File: src/hdl/charge_time_pkg.sv
// Constants for the charge and time edge control block
// Assumes a classic Wishbone slave with 8-bit registers in 32-bit words
`default_nettype none
package charge_time_pkg;
    localparam int ADDR_W = 4;
    localparam logic [ADDR_W-1:0] OFS_CTRL_HIGH = 4'h0;
    localparam logic [ADDR_W-1:0] OFS_CTRL_LOW = 4'h4;
    localparam logic [ADDR_W-1:0] OFS_CURRENT = 4'h8;
    localparam logic [ADDR_W-1:0] OFS_IRQ_FLAG = 4'hc;
    // Control high fields
    localparam int HI_UNIT_ENABLE = 7;
    localparam int HI_IDLE_STOP = 5;
    localparam int HI_DELAY_MODE = 4;
    localparam int HI_EDGE_UNBLOCK = 3;
    localparam int HI_ORDER_ENABLE = 2;
    localparam int HI_DISCHARGE = 1;
    localparam int HI_CONV_TRIG = 0;
    localparam logic [7:0] HI_WRITE_MASK = 8'hbf;
    // Control low fields
    localparam int LO_TWO_POL = 7;
    localparam int LO_TWO_SEL = 5;
    localparam int LO_ONE_POL = 4;
    localparam int LO_ONE_SEL = 2;
    localparam int LO_TWO_SEEN = 1;
    localparam int LO_ONE_SEEN = 0;
    // Current control fields
    localparam int CUR_TRIM = 2;
    localparam int CUR_RANGE = 0;
    // Interrupt flag and enable bit position
    localparam int IRQ_BIT = 3;
    // Source select codes
    localparam logic [1:0] SRC_PIN_ONE = 2'h3;
    localparam logic [1:0] SRC_PIN_TWO = 2'h2;
    localparam logic [1:0] SRC_EVT_ONE = 2'h1;
    localparam logic [1:0] SRC_EVT_TWO = 2'h0;
    // Reset values
    localparam logic [7:0] RST_CTRL_HIGH = 8'h00;
    localparam logic [7:0] RST_CTRL_LOW = 8'h00;
    localparam logic [7:0] RST_CURRENT = 8'h00;
endpackage
`default_nettype wire

File: src/hdl/level_sync.sv
// Two-flop synchroniser for a group of asynchronous levels
// Assumes one clock and synchronous active-low reset
`default_nettype none
module level_sync #(
    parameter int WIDTH = 2
) (
    // Clock and reset
    input wire logic i_ref_clk,
    input wire logic i_rst_n,
    // Levels
    input wire logic [WIDTH-1:0] i_async,
    output logic [WIDTH-1:0] o_sync
);
    typedef struct packed {
        logic [WIDTH-1:0] meta;
        logic [WIDTH-1:0] sync;
    } sync_state_t;
    sync_state_t s_q;
    sync_state_t s_d;
    always_comb begin
        s_d.meta = i_async;
        s_d.sync = s_q.meta;
    end
    always_ff @(posedge i_ref_clk) begin
        if (!i_rst_n) begin
            s_q <= '0;
        end else begin
            s_q <= s_d;
        end
    end
    assign o_sync = s_q.sync;
endmodule
`default_nettype wire

File: src/hdl/charge_time_unit.sv
// Edge control, status and current source gating of the charge time unit
// Assumes classic Wishbone slave; edge pins asynchronous, events on this clock
//
// The implementer's own choices: the register addresses and register access over Wishbone.
`default_nettype none
module charge_time_unit
    import charge_time_pkg::*;
(
    // Clock and reset
    input wire logic i_ref_clk,
    input wire logic i_rst_n,
    // Wishbone slave
    input wire logic i_wb_cyc,
    input wire logic i_wb_stb,
    input wire logic i_wb_we,
    input wire logic [charge_time_pkg::ADDR_W-1:0] i_wb_adr,
    input wire logic [3:0] i_wb_sel,
    input wire logic [31:0] i_wb_dat,
    output logic [31:0] o_wb_dat,
    output logic o_wb_ack,
    // Edge sources
    input wire logic i_edge_pin_one,
    input wire logic i_edge_pin_two,
    input wire logic i_compare_unit_event_one,
    input wire logic i_compare_unit_event_two,
    // Interrupt enable from the system enable register
    input wire logic i_irq_enable,
    // Analog controls
    output logic o_source_on,
    output logic o_discharge,
    output logic [1:0] o_current_range_sel,
    output logic [5:0] o_current_trim,
    output logic o_delay_mode_select,
    output logic o_unit_enable,
    // Converter trigger and interrupt
    output logic o_conv_start,
    output logic o_irq
);
    import charge_time_pkg::*;

    typedef struct packed {
        logic [7:0] ctrl_high;
        logic [7:0] ctrl_low;
        logic [7:0] current;
        logic flag;
        logic ack;
        logic [31:0] rdata;
        logic on;
        logic discharge;
        logic conv;
        logic irq;
    } unit_state_t;

    unit_state_t s_q;
    unit_state_t s_d;
    logic [1:0] pins_sync;
    logic [1:0] active;
    logic [1:0] hw_set;
    logic [7:0] low_wr;
    logic access;
    logic wr_low;
    logic next_one;
    logic next_two;

    level_sync #(
        .WIDTH(2)
    ) u_pin_sync (
        .i_ref_clk(i_ref_clk),
        .i_rst_n(i_rst_n),
        .i_async({i_edge_pin_two, i_edge_pin_one}),
        .o_sync(pins_sync)
    );

    // Source select per channel
    function automatic logic pick(input logic [1:0] sel);
        unique case (sel)
            SRC_PIN_ONE: pick = pins_sync[0];
            SRC_PIN_TWO: pick = pins_sync[1];
            SRC_EVT_ONE: pick = i_compare_unit_event_one;
            SRC_EVT_TWO: pick = i_compare_unit_event_two;
        endcase
    endfunction

    always_comb begin
        access = i_wb_cyc && i_wb_stb && !s_q.ack;
        // Level compare after polarity
        active[0] = pick(s_q.ctrl_low[LO_ONE_SEL+:2]) == s_q.ctrl_low[LO_ONE_POL];
        active[1] = pick(s_q.ctrl_low[LO_TWO_SEL+:2]) == s_q.ctrl_low[LO_TWO_POL];
        hw_set = '0;
        if (s_q.ctrl_high[HI_UNIT_ENABLE] && s_q.ctrl_high[HI_EDGE_UNBLOCK]) begin
            hw_set[0] = active[0];
            hw_set[1] = active[1] && (!s_q.ctrl_high[HI_ORDER_ENABLE]
                || s_q.ctrl_low[LO_ONE_SEEN]);
        end
        wr_low = access && i_wb_we && i_wb_sel[0] && i_wb_adr == OFS_CTRL_LOW;
        low_wr = wr_low ? i_wb_dat[7:0] : s_q.ctrl_low;
        s_d = s_q;
        // Software write wins on the seen bits, hardware sets otherwise
        next_one = wr_low ? low_wr[LO_ONE_SEEN] : (s_q.ctrl_low[LO_ONE_SEEN] | hw_set[0]);
        next_two = wr_low ? low_wr[LO_TWO_SEEN] : (s_q.ctrl_low[LO_TWO_SEEN] | hw_set[1]);
        s_d.ctrl_low = {low_wr[7:2], next_two, next_one};
        s_d.ack = access;
        s_d.rdata = '0;
        if (access && i_wb_we && i_wb_sel[0]) begin
            unique case (i_wb_adr)
                OFS_CTRL_HIGH: s_d.ctrl_high = i_wb_dat[7:0] & HI_WRITE_MASK;
                OFS_CURRENT: s_d.current = i_wb_dat[7:0];
                default: ;
            endcase
        end
        if (access && !i_wb_we) begin
            unique case (i_wb_adr)
                OFS_CTRL_HIGH: s_d.rdata = {24'h0, s_q.ctrl_high};
                OFS_CTRL_LOW: s_d.rdata = {24'h0, s_q.ctrl_low};
                OFS_CURRENT: s_d.rdata = {24'h0, s_q.current};
                OFS_IRQ_FLAG: s_d.rdata = {28'h0, s_q.flag, 3'h0};
                default: s_d.rdata = '0;
            endcase
        end
        s_d.on = s_q.ctrl_low[LO_ONE_SEEN] ^ s_q.ctrl_low[LO_TWO_SEEN];
        s_d.discharge = s_q.ctrl_high[HI_DISCHARGE];
        // Conversion pulse when the second edge completes the interval
        s_d.conv = s_q.ctrl_high[HI_CONV_TRIG] && s_q.on && !s_d.on;
        // Flag clears by writing zero to bit 3; a new event wins
        if (access && i_wb_we && i_wb_sel[0] && i_wb_adr == OFS_IRQ_FLAG
            && !i_wb_dat[IRQ_BIT]) begin
            s_d.flag = 1'b0;
        end
        if (s_q.on && !s_d.on) begin
            s_d.flag = 1'b1;
        end
        s_d.irq = s_q.flag && i_irq_enable;
    end

    always_ff @(posedge i_ref_clk) begin
        if (!i_rst_n) begin
            s_q <= '0;
            s_q.ctrl_high <= RST_CTRL_HIGH;
            s_q.ctrl_low <= RST_CTRL_LOW;
            s_q.current <= RST_CURRENT;
        end else begin
            s_q <= s_d;
        end
    end

    assign o_wb_dat = s_q.rdata;
    assign o_wb_ack = s_q.ack;
    assign o_source_on = s_q.on;
    assign o_discharge = s_q.discharge;
    assign o_current_range_sel = s_q.current[CUR_RANGE+:2];
    assign o_current_trim = s_q.current[CUR_TRIM+:6];
    assign o_delay_mode_select = s_q.ctrl_high[HI_DELAY_MODE];
    assign o_unit_enable = s_q.ctrl_high[HI_UNIT_ENABLE];
    assign o_conv_start = s_q.conv;
    assign o_irq = s_q.irq;

    property p_source_xor;
        @(posedge i_ref_clk) disable iff (!i_rst_n)
        1 |=> o_source_on == ($past(s_q.ctrl_low[0]) ^ $past(s_q.ctrl_low[1]));
    endproperty
    a_source_xor: assert property (p_source_xor) else $error("source gate wrong");

    property p_flag_on_off;
        @(posedge i_ref_clk) disable iff (!i_rst_n)
        $fell(o_source_on) |-> s_q.flag;
    endproperty
    a_flag_on_off: assert property (p_flag_on_off) else $error("flag not set");

    property p_irq_gate;
        @(posedge i_ref_clk) disable iff (!i_rst_n)
        o_irq |-> $past(s_q.flag) && $past(i_irq_enable);
    endproperty
    a_irq_gate: assert property (p_irq_gate) else $error("irq without cause");

    property p_blocked;
        @(posedge i_ref_clk) disable iff (!i_rst_n)
        !s_q.ctrl_high[HI_EDGE_UNBLOCK] && !wr_low |=> $stable(s_q.ctrl_low[1:0]);
    endproperty
    a_blocked: assert property (p_blocked) else $error("edge while blocked");

    property p_order;
        @(posedge i_ref_clk) disable iff (!i_rst_n)
        s_q.ctrl_high[HI_ORDER_ENABLE] && !s_q.ctrl_low[0] && !s_q.ctrl_low[1] && !wr_low
        |=> !s_q.ctrl_low[1];
    endproperty
    a_order: assert property (p_order) else $error("edge two out of order");

    property p_level_set;
        @(posedge i_ref_clk) disable iff (!i_rst_n)
        hw_set[0] && !wr_low |=> s_q.ctrl_low[0];
    endproperty
    a_level_set: assert property (p_level_set) else $error("edge one missed");

    property p_conv;
        @(posedge i_ref_clk) disable iff (!i_rst_n)
        o_conv_start |-> $past(s_q.ctrl_high[HI_CONV_TRIG]) && $fell(o_source_on);
    endproperty
    a_conv: assert property (p_conv) else $error("bad conversion pulse");

    property p_sw_write;
        @(posedge i_ref_clk) disable iff (!i_rst_n)
        wr_low |=> s_q.ctrl_low[1:0] == $past(i_wb_dat[1:0]);
    endproperty
    a_sw_write: assert property (p_sw_write) else $error("status write lost");

    property p_ack_pulse;
        @(posedge i_ref_clk) disable iff (!i_rst_n)
        o_wb_ack |=> !o_wb_ack;
    endproperty
    a_ack_pulse: assert property (p_ack_pulse) else $error("ack too long");

    property p_range_write;
        @(posedge i_ref_clk) disable iff (!i_rst_n)
        access && i_wb_we && i_wb_sel[0] && i_wb_adr == OFS_CURRENT
        |=> o_current_range_sel == $past(i_wb_dat[CUR_RANGE+:2]);
    endproperty
    a_range_write: assert property (p_range_write) else $error("range not taken");

    property p_trim_write;
        @(posedge i_ref_clk) disable iff (!i_rst_n)
        access && i_wb_we && i_wb_sel[0] && i_wb_adr == OFS_CURRENT
        |=> o_current_trim == $past(i_wb_dat[CUR_TRIM+:6]);
    endproperty
    a_trim_write: assert property (p_trim_write) else $error("trim not taken");

    property p_current_hold;
        @(posedge i_ref_clk) disable iff (!i_rst_n)
        !(access && i_wb_we && i_wb_sel[0] && i_wb_adr == OFS_CURRENT)
        |=> $stable(o_current_trim) && $stable(o_current_range_sel);
    endproperty
    a_current_hold: assert property (p_current_hold) else $error("current field moved");

    property p_one_pin;
        @(posedge i_ref_clk) disable iff (!i_rst_n)
        s_q.ctrl_low[LO_ONE_SEL+:2] == SRC_PIN_ONE
        |-> active[0] == (pins_sync[0] == s_q.ctrl_low[LO_ONE_POL]);
    endproperty
    a_one_pin: assert property (p_one_pin) else $error("edge one pin wrong");

    property p_two_pin;
        @(posedge i_ref_clk) disable iff (!i_rst_n)
        s_q.ctrl_low[LO_TWO_SEL+:2] == SRC_PIN_TWO
        |-> active[1] == (pins_sync[1] == s_q.ctrl_low[LO_TWO_POL]);
    endproperty
    a_two_pin: assert property (p_two_pin) else $error("edge two pin wrong");

    property p_one_event;
        @(posedge i_ref_clk) disable iff (!i_rst_n)
        s_q.ctrl_low[LO_ONE_SEL+:2] == SRC_EVT_ONE
        |-> active[0] == (i_compare_unit_event_one == s_q.ctrl_low[LO_ONE_POL]);
    endproperty
    a_one_event: assert property (p_one_event) else $error("edge one event wrong");

    property p_two_event;
        @(posedge i_ref_clk) disable iff (!i_rst_n)
        s_q.ctrl_low[LO_TWO_SEL+:2] == SRC_EVT_TWO
        |-> active[1] == (i_compare_unit_event_two == s_q.ctrl_low[LO_TWO_POL]);
    endproperty
    a_two_event: assert property (p_two_event) else $error("edge two event wrong");

    property p_two_set;
        @(posedge i_ref_clk) disable iff (!i_rst_n)
        hw_set[1] && !wr_low |=> s_q.ctrl_low[LO_TWO_SEEN];
    endproperty
    a_two_set: assert property (p_two_set) else $error("edge two missed");

    property p_disabled;
        @(posedge i_ref_clk) disable iff (!i_rst_n)
        !s_q.ctrl_high[HI_UNIT_ENABLE] && !wr_low |=> $stable(s_q.ctrl_low[1:0]);
    endproperty
    a_disabled: assert property (p_disabled) else $error("edge while disabled");

    property p_reconfig;
        @(posedge i_ref_clk) disable iff (!i_rst_n)
        wr_low ##1 (active[0] && s_q.ctrl_high[HI_UNIT_ENABLE]
            && s_q.ctrl_high[HI_EDGE_UNBLOCK] && !wr_low)
        |=> s_q.ctrl_low[LO_ONE_SEEN];
    endproperty
    a_reconfig: assert property (p_reconfig) else $error("match after write missed");

    property p_reset_state;
        @(posedge i_ref_clk)
        !i_rst_n |=> s_q.ctrl_high == RST_CTRL_HIGH && s_q.ctrl_low == RST_CTRL_LOW;
    endproperty
    a_reset_state: assert property (p_reset_state) else $error("reset state wrong");

    property p_discharge_out;
        @(posedge i_ref_clk) disable iff (!i_rst_n)
        1 |=> o_discharge == $past(s_q.ctrl_high[HI_DISCHARGE]);
    endproperty
    a_discharge_out: assert property (p_discharge_out) else $error("discharge wrong");

    property p_mode_write;
        @(posedge i_ref_clk) disable iff (!i_rst_n)
        access && i_wb_we && i_wb_sel[0] && i_wb_adr == OFS_CTRL_HIGH
        |=> o_delay_mode_select == $past(i_wb_dat[HI_DELAY_MODE]);
    endproperty
    a_mode_write: assert property (p_mode_write) else $error("mode not taken");

    property p_irq_off;
        @(posedge i_ref_clk) disable iff (!i_rst_n)
        !$past(i_irq_enable) |-> !o_irq;
    endproperty
    a_irq_off: assert property (p_irq_off) else $error("irq while disabled");

    property p_flag_clear;
        @(posedge i_ref_clk) disable iff (!i_rst_n)
        access && i_wb_we && i_wb_sel[0] && i_wb_adr == OFS_IRQ_FLAG && !i_wb_dat[IRQ_BIT]
            && !(s_q.on && !s_d.on) |=> !s_q.flag;
    endproperty
    a_flag_clear: assert property (p_flag_clear) else $error("flag not cleared");

    property p_conv_gate;
        @(posedge i_ref_clk) disable iff (!i_rst_n)
        !s_q.ctrl_high[HI_CONV_TRIG] |=> !o_conv_start;
    endproperty
    a_conv_gate: assert property (p_conv_gate) else $error("conversion while off");

    property p_sel_ignored;
        @(posedge i_ref_clk) disable iff (!i_rst_n)
        access && i_wb_we && !i_wb_sel[0]
        |=> $stable(s_q.current) && $stable(s_q.ctrl_high);
    endproperty
    a_sel_ignored: assert property (p_sel_ignored) else $error("lane off write taken");

    c_source_on: cover property (@(posedge i_ref_clk) $rose(o_source_on));
    c_irq: cover property (@(posedge i_ref_clk) $rose(o_irq));
    c_conv: cover property (@(posedge i_ref_clk) o_conv_start);
    c_order_hold: cover property (@(posedge i_ref_clk)
        s_q.ctrl_high[HI_ORDER_ENABLE] && active[1] && !s_q.ctrl_low[LO_ONE_SEEN]);
    c_reconfig: cover property (@(posedge i_ref_clk) wr_low ##1 hw_set[0]);
endmodule
`default_nettype wire

File: config.mk
export PLATFORM = sky130hd
export DESIGN_NAME = charge_time_unit
export DESIGN_NICKNAME = d
export VERILOG_FILES = /design/src/hdl/charge_time_pkg.sv /design/src/hdl/level_sync.sv /design/src/hdl/charge_time_unit.sv
export SDC_FILE = /design/constraint.sdc
export NUM_CORES = 1
export LEC_CHECK = 0
export ABC_CLOCK_PERIOD_IN_PS = 1200
export BUFFER_PORTS_ARGS = -buffer_cell sky130_fd_sc_hd__buf_2
export CAP_MARGIN = 25
export CORE_UTILIZATION = 28
export DETAILED_ROUTE_END_ITERATION = 6
export PLACE_DENSITY = 0.64
export SLEW_MARGIN = 20
export SYNTH_ARGS = -nofsm -noshare
export SYNTH_HDL_FRONTEND = slang
export SYNTH_SLANG_ARGS = --single-unit
File: constraint.sdc
create_clock -name i_ref_clk -period 1.2 [get_ports i_ref_clk]
set_input_delay 0.18 -clock i_ref_clk [delete_from_list [all_inputs] [get_ports i_ref_clk]]
set_output_delay 0.18 -clock i_ref_clk [all_outputs]
set_load 0.05 [all_outputs]
# Word-level counts from Yosys, hierarchy flattened

Index checks and enable logic that the tools add are counted.

Equal/unequal tests: 11
Mux-type cells: 8
Bitwise operators: 3
Reductions and logical operators: 27

Operators by type and width:

| kind                 | count |
|---|---|
| $pmux W8 S4          | 1 |
| $logic_and A1 B1 Y1  | 14 |
| $eq A2 B2 Y1 const B | 4 |
| $eq A4 B4 Y1 const B | 2 |
| $pmux W1 S4          | 2 |
| $reduce_and A2 Y1    | 3 |
| $logic_not A1 Y1     | 5 |
| $eq A2 B1 Y1 const B | 2 |
| $eq A4 B3 Y1 const B | 1 |
| $logic_not A2 Y1     | 2 |
| $logic_not A4 Y1     | 1 |
| $mux W1              | 4 |
| $eq A1 B1 Y1         | 2 |
| $mux W2              | 1 |
| $or A1 B1 Y1         | 2 |
| $reduce_bool A2 Y1   | 1 |
| $logic_or A1 B1 Y1   | 1 |
| $xor A1 B1 Y1        | 1 |

Flip-flop bits (word level): 65
Input port bits: 50
Output and inout port bits: 47
Word-level logic and storage cells: 62

# Depth between registers and ports, before layout

Gate-level depths: netlist of the first run.

Depth in word-level cells: 8
Mapped depth: 6
Gate-level depth less buffers: 4

# Modules after synthesis

Synthesis of the first run repeated with hierarchy kept, for this count alone.

Cells, all modules: 203
Area total of the unflattened synthesis: 2008.2 um^2

By module, submodules not included:

| module           | instances | cells each | area an instance (um^2) | seq. area each (um^2) |
|---|---|---|---|---|
| charge_time_unit | 1         | 195        | 1903.1                  | 740.7 |
| level_sync       | 1         | 8          | 105.1                   | 80.1 |

# Worst setup path before layout of the first run

OpenSTA, ideal clock, no wires.

Path type: register to register
From: register s_q (netlist bit o_wb_ack)
To: register s_q[50] (netlist bit)
Setup time: 0.116 ns
Arrival: 1.452 ns
Data required time: 1.084 ns
Setup slack: -0.368 ns
Cell stages (with the launch flop): 7
Buffers on the path: 2
Clock period less this slack: 1.568 ns
Path through: dfxtp_1 and3b_1 buf_2 nand3_1 buf_6 mux2i_1 nor2b_1

Cells in the longest elaborated chain, start to end: 5

Ends and longest elaborated chain:

| what                              | line                   | source |
|---|---|---|
| start: declaration                | charge_time_unit.sv:54 | `unit_state_t s_q;` |
| $logic_not A1 Y1                  | charge_time_unit.sv:85 | `access = i_wb_cyc && i_wb_stb && !s_q.ack;` |
| $logic_and A1 B1 Y1               | charge_time_unit.sv:85 |  |
| $logic_and A1 B1 Y1 (3 in series) | charge_time_unit.sv:95 | `wr_low = access && i_wb_we && i_wb_sel[0] && i_wb_adr == OFS_CTRL_LOW;` |

Every way passes these cells.
A chain may end at the register's enable or synchronous reset.

# Final worst setup path of the first run

From: register s_q[51] (netlist bit)
To: register s_q[47] (netlist bit)

Cells in the longest elaborated chain, start to end: 7
Elaborated cells between the ends (all ways): 10
Classes of those cells: eq/ne (4); mux (3); bitwise (1); reduce/logical (2)

Ends and longest elaborated chain:

| what                                       | line                    | source |
|---|---|---|
| $eq A2 B1 Y1, or another cell as far along | charge_time_unit.sv:76  | `unique case (sel)` |
| $pmux W1 S4 (*)                            | charge_time_unit.sv:76  |  |
| $eq A1 B1 Y1 (*)                           | charge_time_unit.sv:88  | `active[1] = pick(s_q.ctrl_low[LO_TWO_SEL+:2]) == s_q.ctrl_low[LO_TWO_POL];` |
| $logic_and A1 B1 Y1 (*)                    | charge_time_unit.sv:92  | `hw_set[1] = active[1] && (!s_q.ctrl_high[HI_ORDER_ENABLE]` |
| $mux W2 (*)                                | charge_time_unit.sv:90  | `if (s_q.ctrl_high[HI_UNIT_ENABLE] && s_q.ctrl_high[HI_EDGE_UNBLOCK]) begin` |
| $or A1 B1 Y1 (*)                           | charge_time_unit.sv:100 | `next_two = wr_low ? low_wr[LO_TWO_SEEN] : (s_q.ctrl_low[LO_TWO_SEEN] \| hw_set[1]);` |
| $mux W1 (*)                                | charge_time_unit.sv:100 |  |

Mark *: on every way between the ends. The rest lies on a longest branch, timed or not.

==> run summary, run 1 <==
In this run the power density over the cells is ~1100 nW/um^2. CTS placed an instance of sky130_fd_sc_hd__clkbuf_8 at the clock tree root. The clock-pin slew on the worst setup and hold paths came out at 0.08 ns. The aggregate routed wire length came out at between 3000 and 4000 um. For this run, the number of Yosys warnings is 0.

The vias after detailed routing is 1,344. The worst setup path is of the reg -> reg kind. The worst clock skew came out at 0.00456 ns. The routed length on met3 is ~250 um.

Static timing analysis puts the maximum clock frequency at ~760 MHz. The sequential share of the synthesized area is 0.413. just under 100 I/O pins were placed. For this design the total switching power over the nets is approximately 0.00072 W.

The number of antenna violations at the first check in global routing came out at 0. The critical path data required time is roughly 1.4 ns. The detail route stage leaves a number of antenna-violating nets equal to 0.

The routed length on met2 is between 1500 and 2000 um. After the last flow step, the layout net total stands at 294. The number of clock sinks is 41. From bottom edge to top edge, the die measures between 80 and 90 um.

The core area is around 6800 sq um. The count of fill cells added during filler insertion came out at around 720. The post-detailed-route via-to-cell ratio is between 3 and 4.

The total congestion overflow came out at 0. Summing all multi-input logic gate instances after layout gives between 900 and 1000 sq um. The setup TNS after final layout is -0.954 ns. The highest metal layer carrying signal wires in the routed design is met4. The library cells used most frequently in the layout, excluding fill and tap cells, are sky130_fd_sc_hd__buf_2 (45), sky130_fd_sc_hd__dfxtp_1 (37), sky130_fd_sc_hd__mux2i_1 (28). The max-capacitance violation count came out at 0. The number of synthesized register bits is slightly above 40.

The min-delay analysis places its worst path in the category in -> reg. The worst reg-to-reg path cell count came out at 4. The clock reaches the later pin of the worst-skew pair after roughly 0.29 ns. The worst setup path is captured at a flop. The switching part of the total power is 0.267. Setup repair after global routing could not meet its margin everywhere. For this block, wires on met1 add up to 1820 um. Setup violations remaining at the end of the flow were counted as 22.

The number of distinct library cells after synthesis is 32. The number of cells traversed by the worst hold path came out at 2. TritonCTS built the clock tree.

The total cell area at the placement stage is ~2200 sq um. The share of total power dissipated in the clock network is 0.362. The mean area per synthesized cell came out at approximately 9.8 sq um. The final critical delay including setup and external delays is between 1 and 1.5 ns. The power share of the sequential group came out at 0.506. The HPWL after detailed placement came out at about 2900 um. The wire length of the first global-routing pass is 6180 um.

The post-route standard cell area excluding fillers came out at ~2400 sq um. The combined area of all synthesized cells is ~2000 sq um. The internal power of the cells totals 0.00198 W.

The biggest fanout along the worst timing path is 2. The remaining routing DRC violations is 0. After clock tree synthesis, the flow added hold-fix buffers numbering 0. The number of global-route vias before repair came out at around 1.2k. The initial utilization of the core area, before any placement, comes to 0.291. The number of hold violations in the final report is 0.

The instance count after placement with tap cells included is 330. The run finished, with violations left. The critical path startpoint category is a flop. The width of the die is around 86 um. Input and output buffers added on the ports amount to 45.

The number of search-and-repair iterations in the first detailed-routing pass is 4. The share of the cycle needed by the critical path after routing came out at 1.09. Of the total power, combinational logic draws 0.132. The floorplan row count is 30. The per-cell routed wire length came out at roughly 11 um. The data arrival time of the worst path is roughly 1.5 ns.

The total die area came out at roughly 7400 sq um. After layout, the worst setup slack is -0.112 ns. The global-route usage over all layers is 0.110. Of the cells placed in the final design, the portion with a size suffix greater than 1 is 0.336. Synthesis handed over a netlist of between 200 and 250 instances.

The final reports fail on setup timing. The leakage power of the design is between 1 and 1.5 nW. The pin count of the biggest net entering global routing is 33.

The final cell count without fillers came out at 340. The number of max-slew violations in the final report is 0. The number of buffers created by CTS came out at 5.

The number of DRC markers after the initial detailed-route iteration came out at 39. The largest vdd supply drop is 0.000398 V. Leaving out fill and tap cells, the most frequent cell in the layout is sky130_fd_sc_hd__buf_2.

From synthesis to final layout, the design area changed by 18.6%. The count of H-tree levels built during CTS is 2. The deepest clock path buffer count came out at 2. The storage element area is a little over 800 sq um.

0 antenna diodes ended up in the layout. The final weighted congestion of routability-driven global placement is 0.777.
[layout make-up]
cell class / instances / share of cell area
multi-input combinational: 137 / 0.409
clock buffer: 6 / 0.0398
tap: 96 / 0.0510
sequential: 41 / 0.352
inverter: 1 / 0.00159
clock inverter: 1 / 0.00212
timing repair buffer: 58 / 0.144
[power groups by stage]
stage	combinational, W	sequential [W]	clock (W)
global placement	0.000338	0.00140	0
global route	0.000379	0.00137	0.00106
floorplan	0.000311	0.00141	0
CTS	0.000347	0.00137	0.00101
detailed placement	0.000340	0.00140	0
finish	0.000357	0.00137	0.000979
[registers in the layout, indices dropped and copies added (netlist names), 2 cells and up]
signal               flops
u_pin_sync.s_d           2
o_wb_dat                 8
s_q                     13
o_current_range_sel      2
o_current_trim           6
u_pin_sync.o_sync        2
[Yosys cell counts]
| master | instances | share of area |
|---|---|---|
| sky130_fd_sc_hd__nand2_1 | 7 | 0.013 |
| sky130_fd_sc_hd__nor2b_1 | 24 | 0.076 |
| sky130_fd_sc_hd__buf_6 | 2 | 0.011 |
| sky130_fd_sc_hd__nor3_1 | 1 | 0.0025 |
| sky130_fd_sc_hd__nand3_1 | 2 | 0.0050 |
| sky130_fd_sc_hd__a41oi_1 | 1 | 0.0044 |
| sky130_fd_sc_hd__nand3_2 | 2 | 0.010 |
| sky130_fd_sc_hd__conb_1 | 1 | 0.0019 |
| sky130_fd_sc_hd__buf_4 | 40 | 0.15 |
| sky130_fd_sc_hd__a21boi_0 | 1 | 0.0038 |
| sky130_fd_sc_hd__dfxtp_1 | 41 | 0.41 |
| sky130_fd_sc_hd__o21ai_0 | 1 | 0.0025 |
| sky130_fd_sc_hd__a22oi_1 | 1 | 0.0038 |
| sky130_fd_sc_hd__buf_2 | 3 | 0.0075 |
| sky130_fd_sc_hd__inv_1 | 1 | 0.0019 |
| sky130_fd_sc_hd__clkbuf_1 | 3 | 0.0057 |
| sky130_fd_sc_hd__xor2_1 | 1 | 0.0044 |
| sky130_fd_sc_hd__and2_1 | 6 | 0.019 |
| sky130_fd_sc_hd__mux4_2 | 1 | 0.011 |
| sky130_fd_sc_hd__o211ai_1 | 1 | 0.0038 |
| sky130_fd_sc_hd__a21oi_1 | 7 | 0.018 |
| sky130_fd_sc_hd__nand4_1 | 1 | 0.0031 |
| sky130_fd_sc_hd__or3_1 | 1 | 0.0031 |
| sky130_fd_sc_hd__mux2i_1 | 29 | 0.15 |
| sky130_fd_sc_hd__a31oi_1 | 1 | 0.0031 |
| sky130_fd_sc_hd__nor2_1 | 15 | 0.028 |
| sky130_fd_sc_hd__and4bb_2 | 1 | 0.0063 |
| sky130_fd_sc_hd__and3b_1 | 1 | 0.0044 |
| sky130_fd_sc_hd__mux4_1 | 1 | 0.013 |
| sky130_fd_sc_hd__o31ai_1 | 1 | 0.0038 |
| sky130_fd_sc_hd__xnor2_1 | 3 | 0.013 |
| sky130_fd_sc_hd__and3_1 | 2 | 0.0063 |
[path summary, 6_finish.rpt]
kind	from	slack [ns]	endpoint
setup / recovery	s_q[51]$_SDFFE_PN0P_	-0.11	s_q[47]$_SDFF_PN0_
hold / removal	i_edge_pin_one	0.1	u_pin_sync.s_d[0]$_SDFF_PN0_
setup reg to reg	s_q[51]$_SDFFE_PN0P_	-0.11	s_q[47]$_SDFF_PN0_
hold reg to reg	u_pin_sync.s_d[1]$_SDFF_PN0_	0.44	u_pin_sync.o_sync[1]$_SDFF_PN0_
[through the flow]
stage	hold slack (ns)	worst slack [ns]	power (W)	util
finish	0.0966	-0.112	0.00270	0.345
global route	0.0894	-0.167	0.00281	0.345
CTS	0.0910	-0.111	0.00273	0.340
detailed placement	0.391	-0.190	0.00174	0.321
global placement	0.392	-0.191	0.00174	0.321
floorplan	0.307	-0.0769	0.00172	-
[critical path, stage by stage, from the launching register on]
cell and delay, ns:
sky130_fd_sc_hd__dfxtp_2 0.35, sky130_fd_sc_hd__mux4_2 0.52, sky130_fd_sc_hd__xnor2_2 0.15, sky130_fd_sc_hd__nand4_1 0.07, sky130_fd_sc_hd__o211ai_1 0.09
[what timing repair did]
item                       in CTS  in global routing
pin swaps                       5                  1
cloned                          1                  0
gates resized for setup         6                  7
setup endpoints to repair      24                 24
setup buffers                   0                  2
[cell families after synthesis]
logic type	after synthesis	synth area share
and+or+nand+nor	63	0.177
buffers and inverters	49	0.177
DFF	41	0.413
muxes	31	0.171
AOI/OAI and AO/OA	14	0.0428
xor gates and xnor gates	4	0.0176
other	1	0.00189
[layer usage]
metal	vias to the layer above	global-route usage
met3	7	0.0362
met1	598	0.140
met2	45	0.172
met5	-	0
li1	694	-
met4	0	0.0455
No activity file was read; power rests on OpenSTA's default activity.
==> run 2: changes to the inputs <==
Settings changed: REMOVE_ABC_BUFFERS from default to 1.
==> run summary, run 2 (synthesized netlist as in run 1, its figures left out) <==
Across all layers, the routed design uses about 1.4k vias. The max-capacitance violation count is 0. The width of the die is 86.3 um. The number of antenna violations at the first check in global routing is 0.

The I/O pin count is 97. The most common cell after layout, fill and taps aside is sky130_fd_sc_hd__buf_2. Using the TritonRoute via totals, the vias-per-cell ratio works out to between 3 and 4.

The height of the chip is roughly 86 um. TritonCTS built the clock tree. The share of layout cells above drive strength 1 came out at 0.329. In this run the worst hold path is classified as in -> reg. The buffers inserted during post-CTS setup optimization came out at 0. The worst slack after detailed placement came out at -0.123 ns. The initial core utilization came out at 0.291. The number of max-slew violations in the final report was 0. The aggregate routed wire length is between 3000 and 4000 um. The number of nets with antenna violations after routing came out at 0.

The total cell area at the placement stage is 2180 sq um. The cell family with the largest share of critical-path delay is multiplexers. The final core utilization is 0.345. The wire length of the first global-routing pass is just over 6000 um.

The checks that failed: setup timing. The worst clock skew is 0.00609 ns. The core area is 6830 sq um. The pin count of the biggest net entering global routing came out at 27. s_q holds more flip-flops than any other register. The flip-flop count of the largest register after layout came out at 13. The critical path data required time is 1.38 ns. At the end of the flow, the number of nets in the layout was roughly 300.

The number of hold violations in the final report came out at 0. The count of H-tree levels built during CTS came out at 2. The floorplan has 30 rows. The final weighted congestion of routability-driven global placement came out at around 0.78. The number of buffers added to fix hold violations after cts came out at 0. The remaining routing DRC violations came out at 0. The post-synthesis to final-layout area growth came out at 18.5%. At the worst endpoint, the arrival time is between 1 and 1.5 ns. Leaving out fill and tap cells, the most frequent cells in the layout are sky130_fd_sc_hd__buf_2 (44), sky130_fd_sc_hd__dfxtp_1 (38), sky130_fd_sc_hd__mux2i_1 (28).

The number of endpoints failing setup at the final stage is 3. The critical path goes through mux4_2, xnor2_2, nand4_1, o211ai_1. The library cell used as clock root buffer is sky130_fd_sc_hd__clkbuf_8. The per-cell routed wire length is between 10 and 15 um. Detailed placement finished with a half-perimeter wire length of about 2900 um. Setup repair after global routing could not meet its margin everywhere. The total die area came out at between 7000 and 8000 sq um. The worst setup path is captured at a flop.

The deepest clock path buffer count is 2. The setup TNS after final layout is -0.106 ns. The start-to-end type of the worst setup path is reg -> reg. The final critical delay including setup and external delays is ~1.3 ns.

The clock-pin slew on the worst setup and hold paths came out at approximately 0.080 ns. The worst setup path is launched from a flop. The setup slack after layout is -0.0955 ns.

Together, buffers and inverters on the worst path number 0. The delay of the slowest critical-path stage came out at between 0.5 and 0.6 ns. Input and output buffers added on the ports amount to 45. Of the available clock period, the critical path in the final layout requires 1.08. The tree built by TritonCTS fans out to 41 sinks.

The biggest fanout along the worst timing path is 2. In the global route stage, overall resource usage came out at 0.109. After routing the design area is roughly 2400 sq um. The power density normalized to cell area is 1220 nW/um^2. The number of buffers created by CTS is 5.

Derived from the worst setup path, the maximum achievable clock frequency is 772 MHz. The number of global-route vias before repair came to between 1k and 1.5k. The number of DRC markers after the initial detailed-route iteration is 63. The run finished, with violations left.

The largest individual stage delay along the critical path comes from the cell sky130_fd_sc_hd__mux4_2. The total congestion overflow came out at 0. The number of antenna cells inserted is 0.

The leakage power of the design is 1.16 nW. The largest vdd supply drop came out at between 0.0006 and 0.0007 V. The number of search-and-repair iterations in the first detailed-routing pass came out at 4. The clock latency at the later pin of the worst-skew pair came out at roughly 0.30 ns.
run 2: changes by cell type in the layout (fill, tap and decap cells not counted), moves of 2 or more:
cell	change
sky130_fd_sc_hd__buf_6	+4
sky130_fd_sc_hd__nand2_2	-2
sky130_fd_sc_hd__nand3_4	-3
sky130_fd_sc_hd__nand3_2	+2
sky130_fd_sc_hd__dfxtp_4	-2
run 2: final cells by class:
class,instances,area [sq um]
flip-flops and latches,41,825
clock inverters,2,37.5
clock buffers,6,82.6
well taps,96,120
multi-input cells,136,928
repair buffers,60,359
fillers,713,4480
inverters,1,3.75
run 2: routing by layer:
metal  track usage  share of wire
met5             0              0
met4        0.0318         0.0054
met3        0.0390          0.075
met2         0.157           0.44
met1         0.153           0.48
run 2: worst paths after layout:
kind	startpoint	endpoint	slack (ns)	cells after the start
setup / recovery	s_q[51]$_SDFFE_PN0P_	s_q[47]$_SDFF_PN0_	-0.1	4
hold / removal	i_edge_pin_two	u_pin_sync.s_d[1]$_SDFF_PN0_	0.09	2
setup reg to reg	s_q[51]$_SDFFE_PN0P_	s_q[47]$_SDFF_PN0_	-0.1	4
hold reg to reg	u_pin_sync.s_d[1]$_SDFF_PN0_	u_pin_sync.o_sync[1]$_SDFF_PN0_	0.44	1
run 2: report_power, final:
| group | total (W) | leakage, nW | internal, W | switching, W |
|---|---|---|---|---|
| Combinational | 0.000332 | 0.770 | 0.0000825 | 0.000250 |
| Sequential | 0.00137 | 0.333 | 0.00137 | 0.00000448 |
| Clock | 0.00116 | 0.0574 | 0.000676 | 0.000483 |
| Total | 0.00287 | 1.16 | 0.00213 | 0.000738 |
run 2: what timing repair did:
item,in CTS,in global routing
setup endpoints to repair,31,33
resized for setup,3,16
endpoints found under the hold margin,0,0
cloned,0,1
run 2: through the flow:
step	hold slack [ns]	total power, W	cells
4_1_cts	0.0876	0.00287	341
2_1_floorplan	0.301	0.00163	178
6_report	0.0875	0.00287	342
3_5_place_dp	0.397	0.00173	333
5_1_grt	0.0854	0.00299	342
3_3_place_gp	0.393	0.00173	333
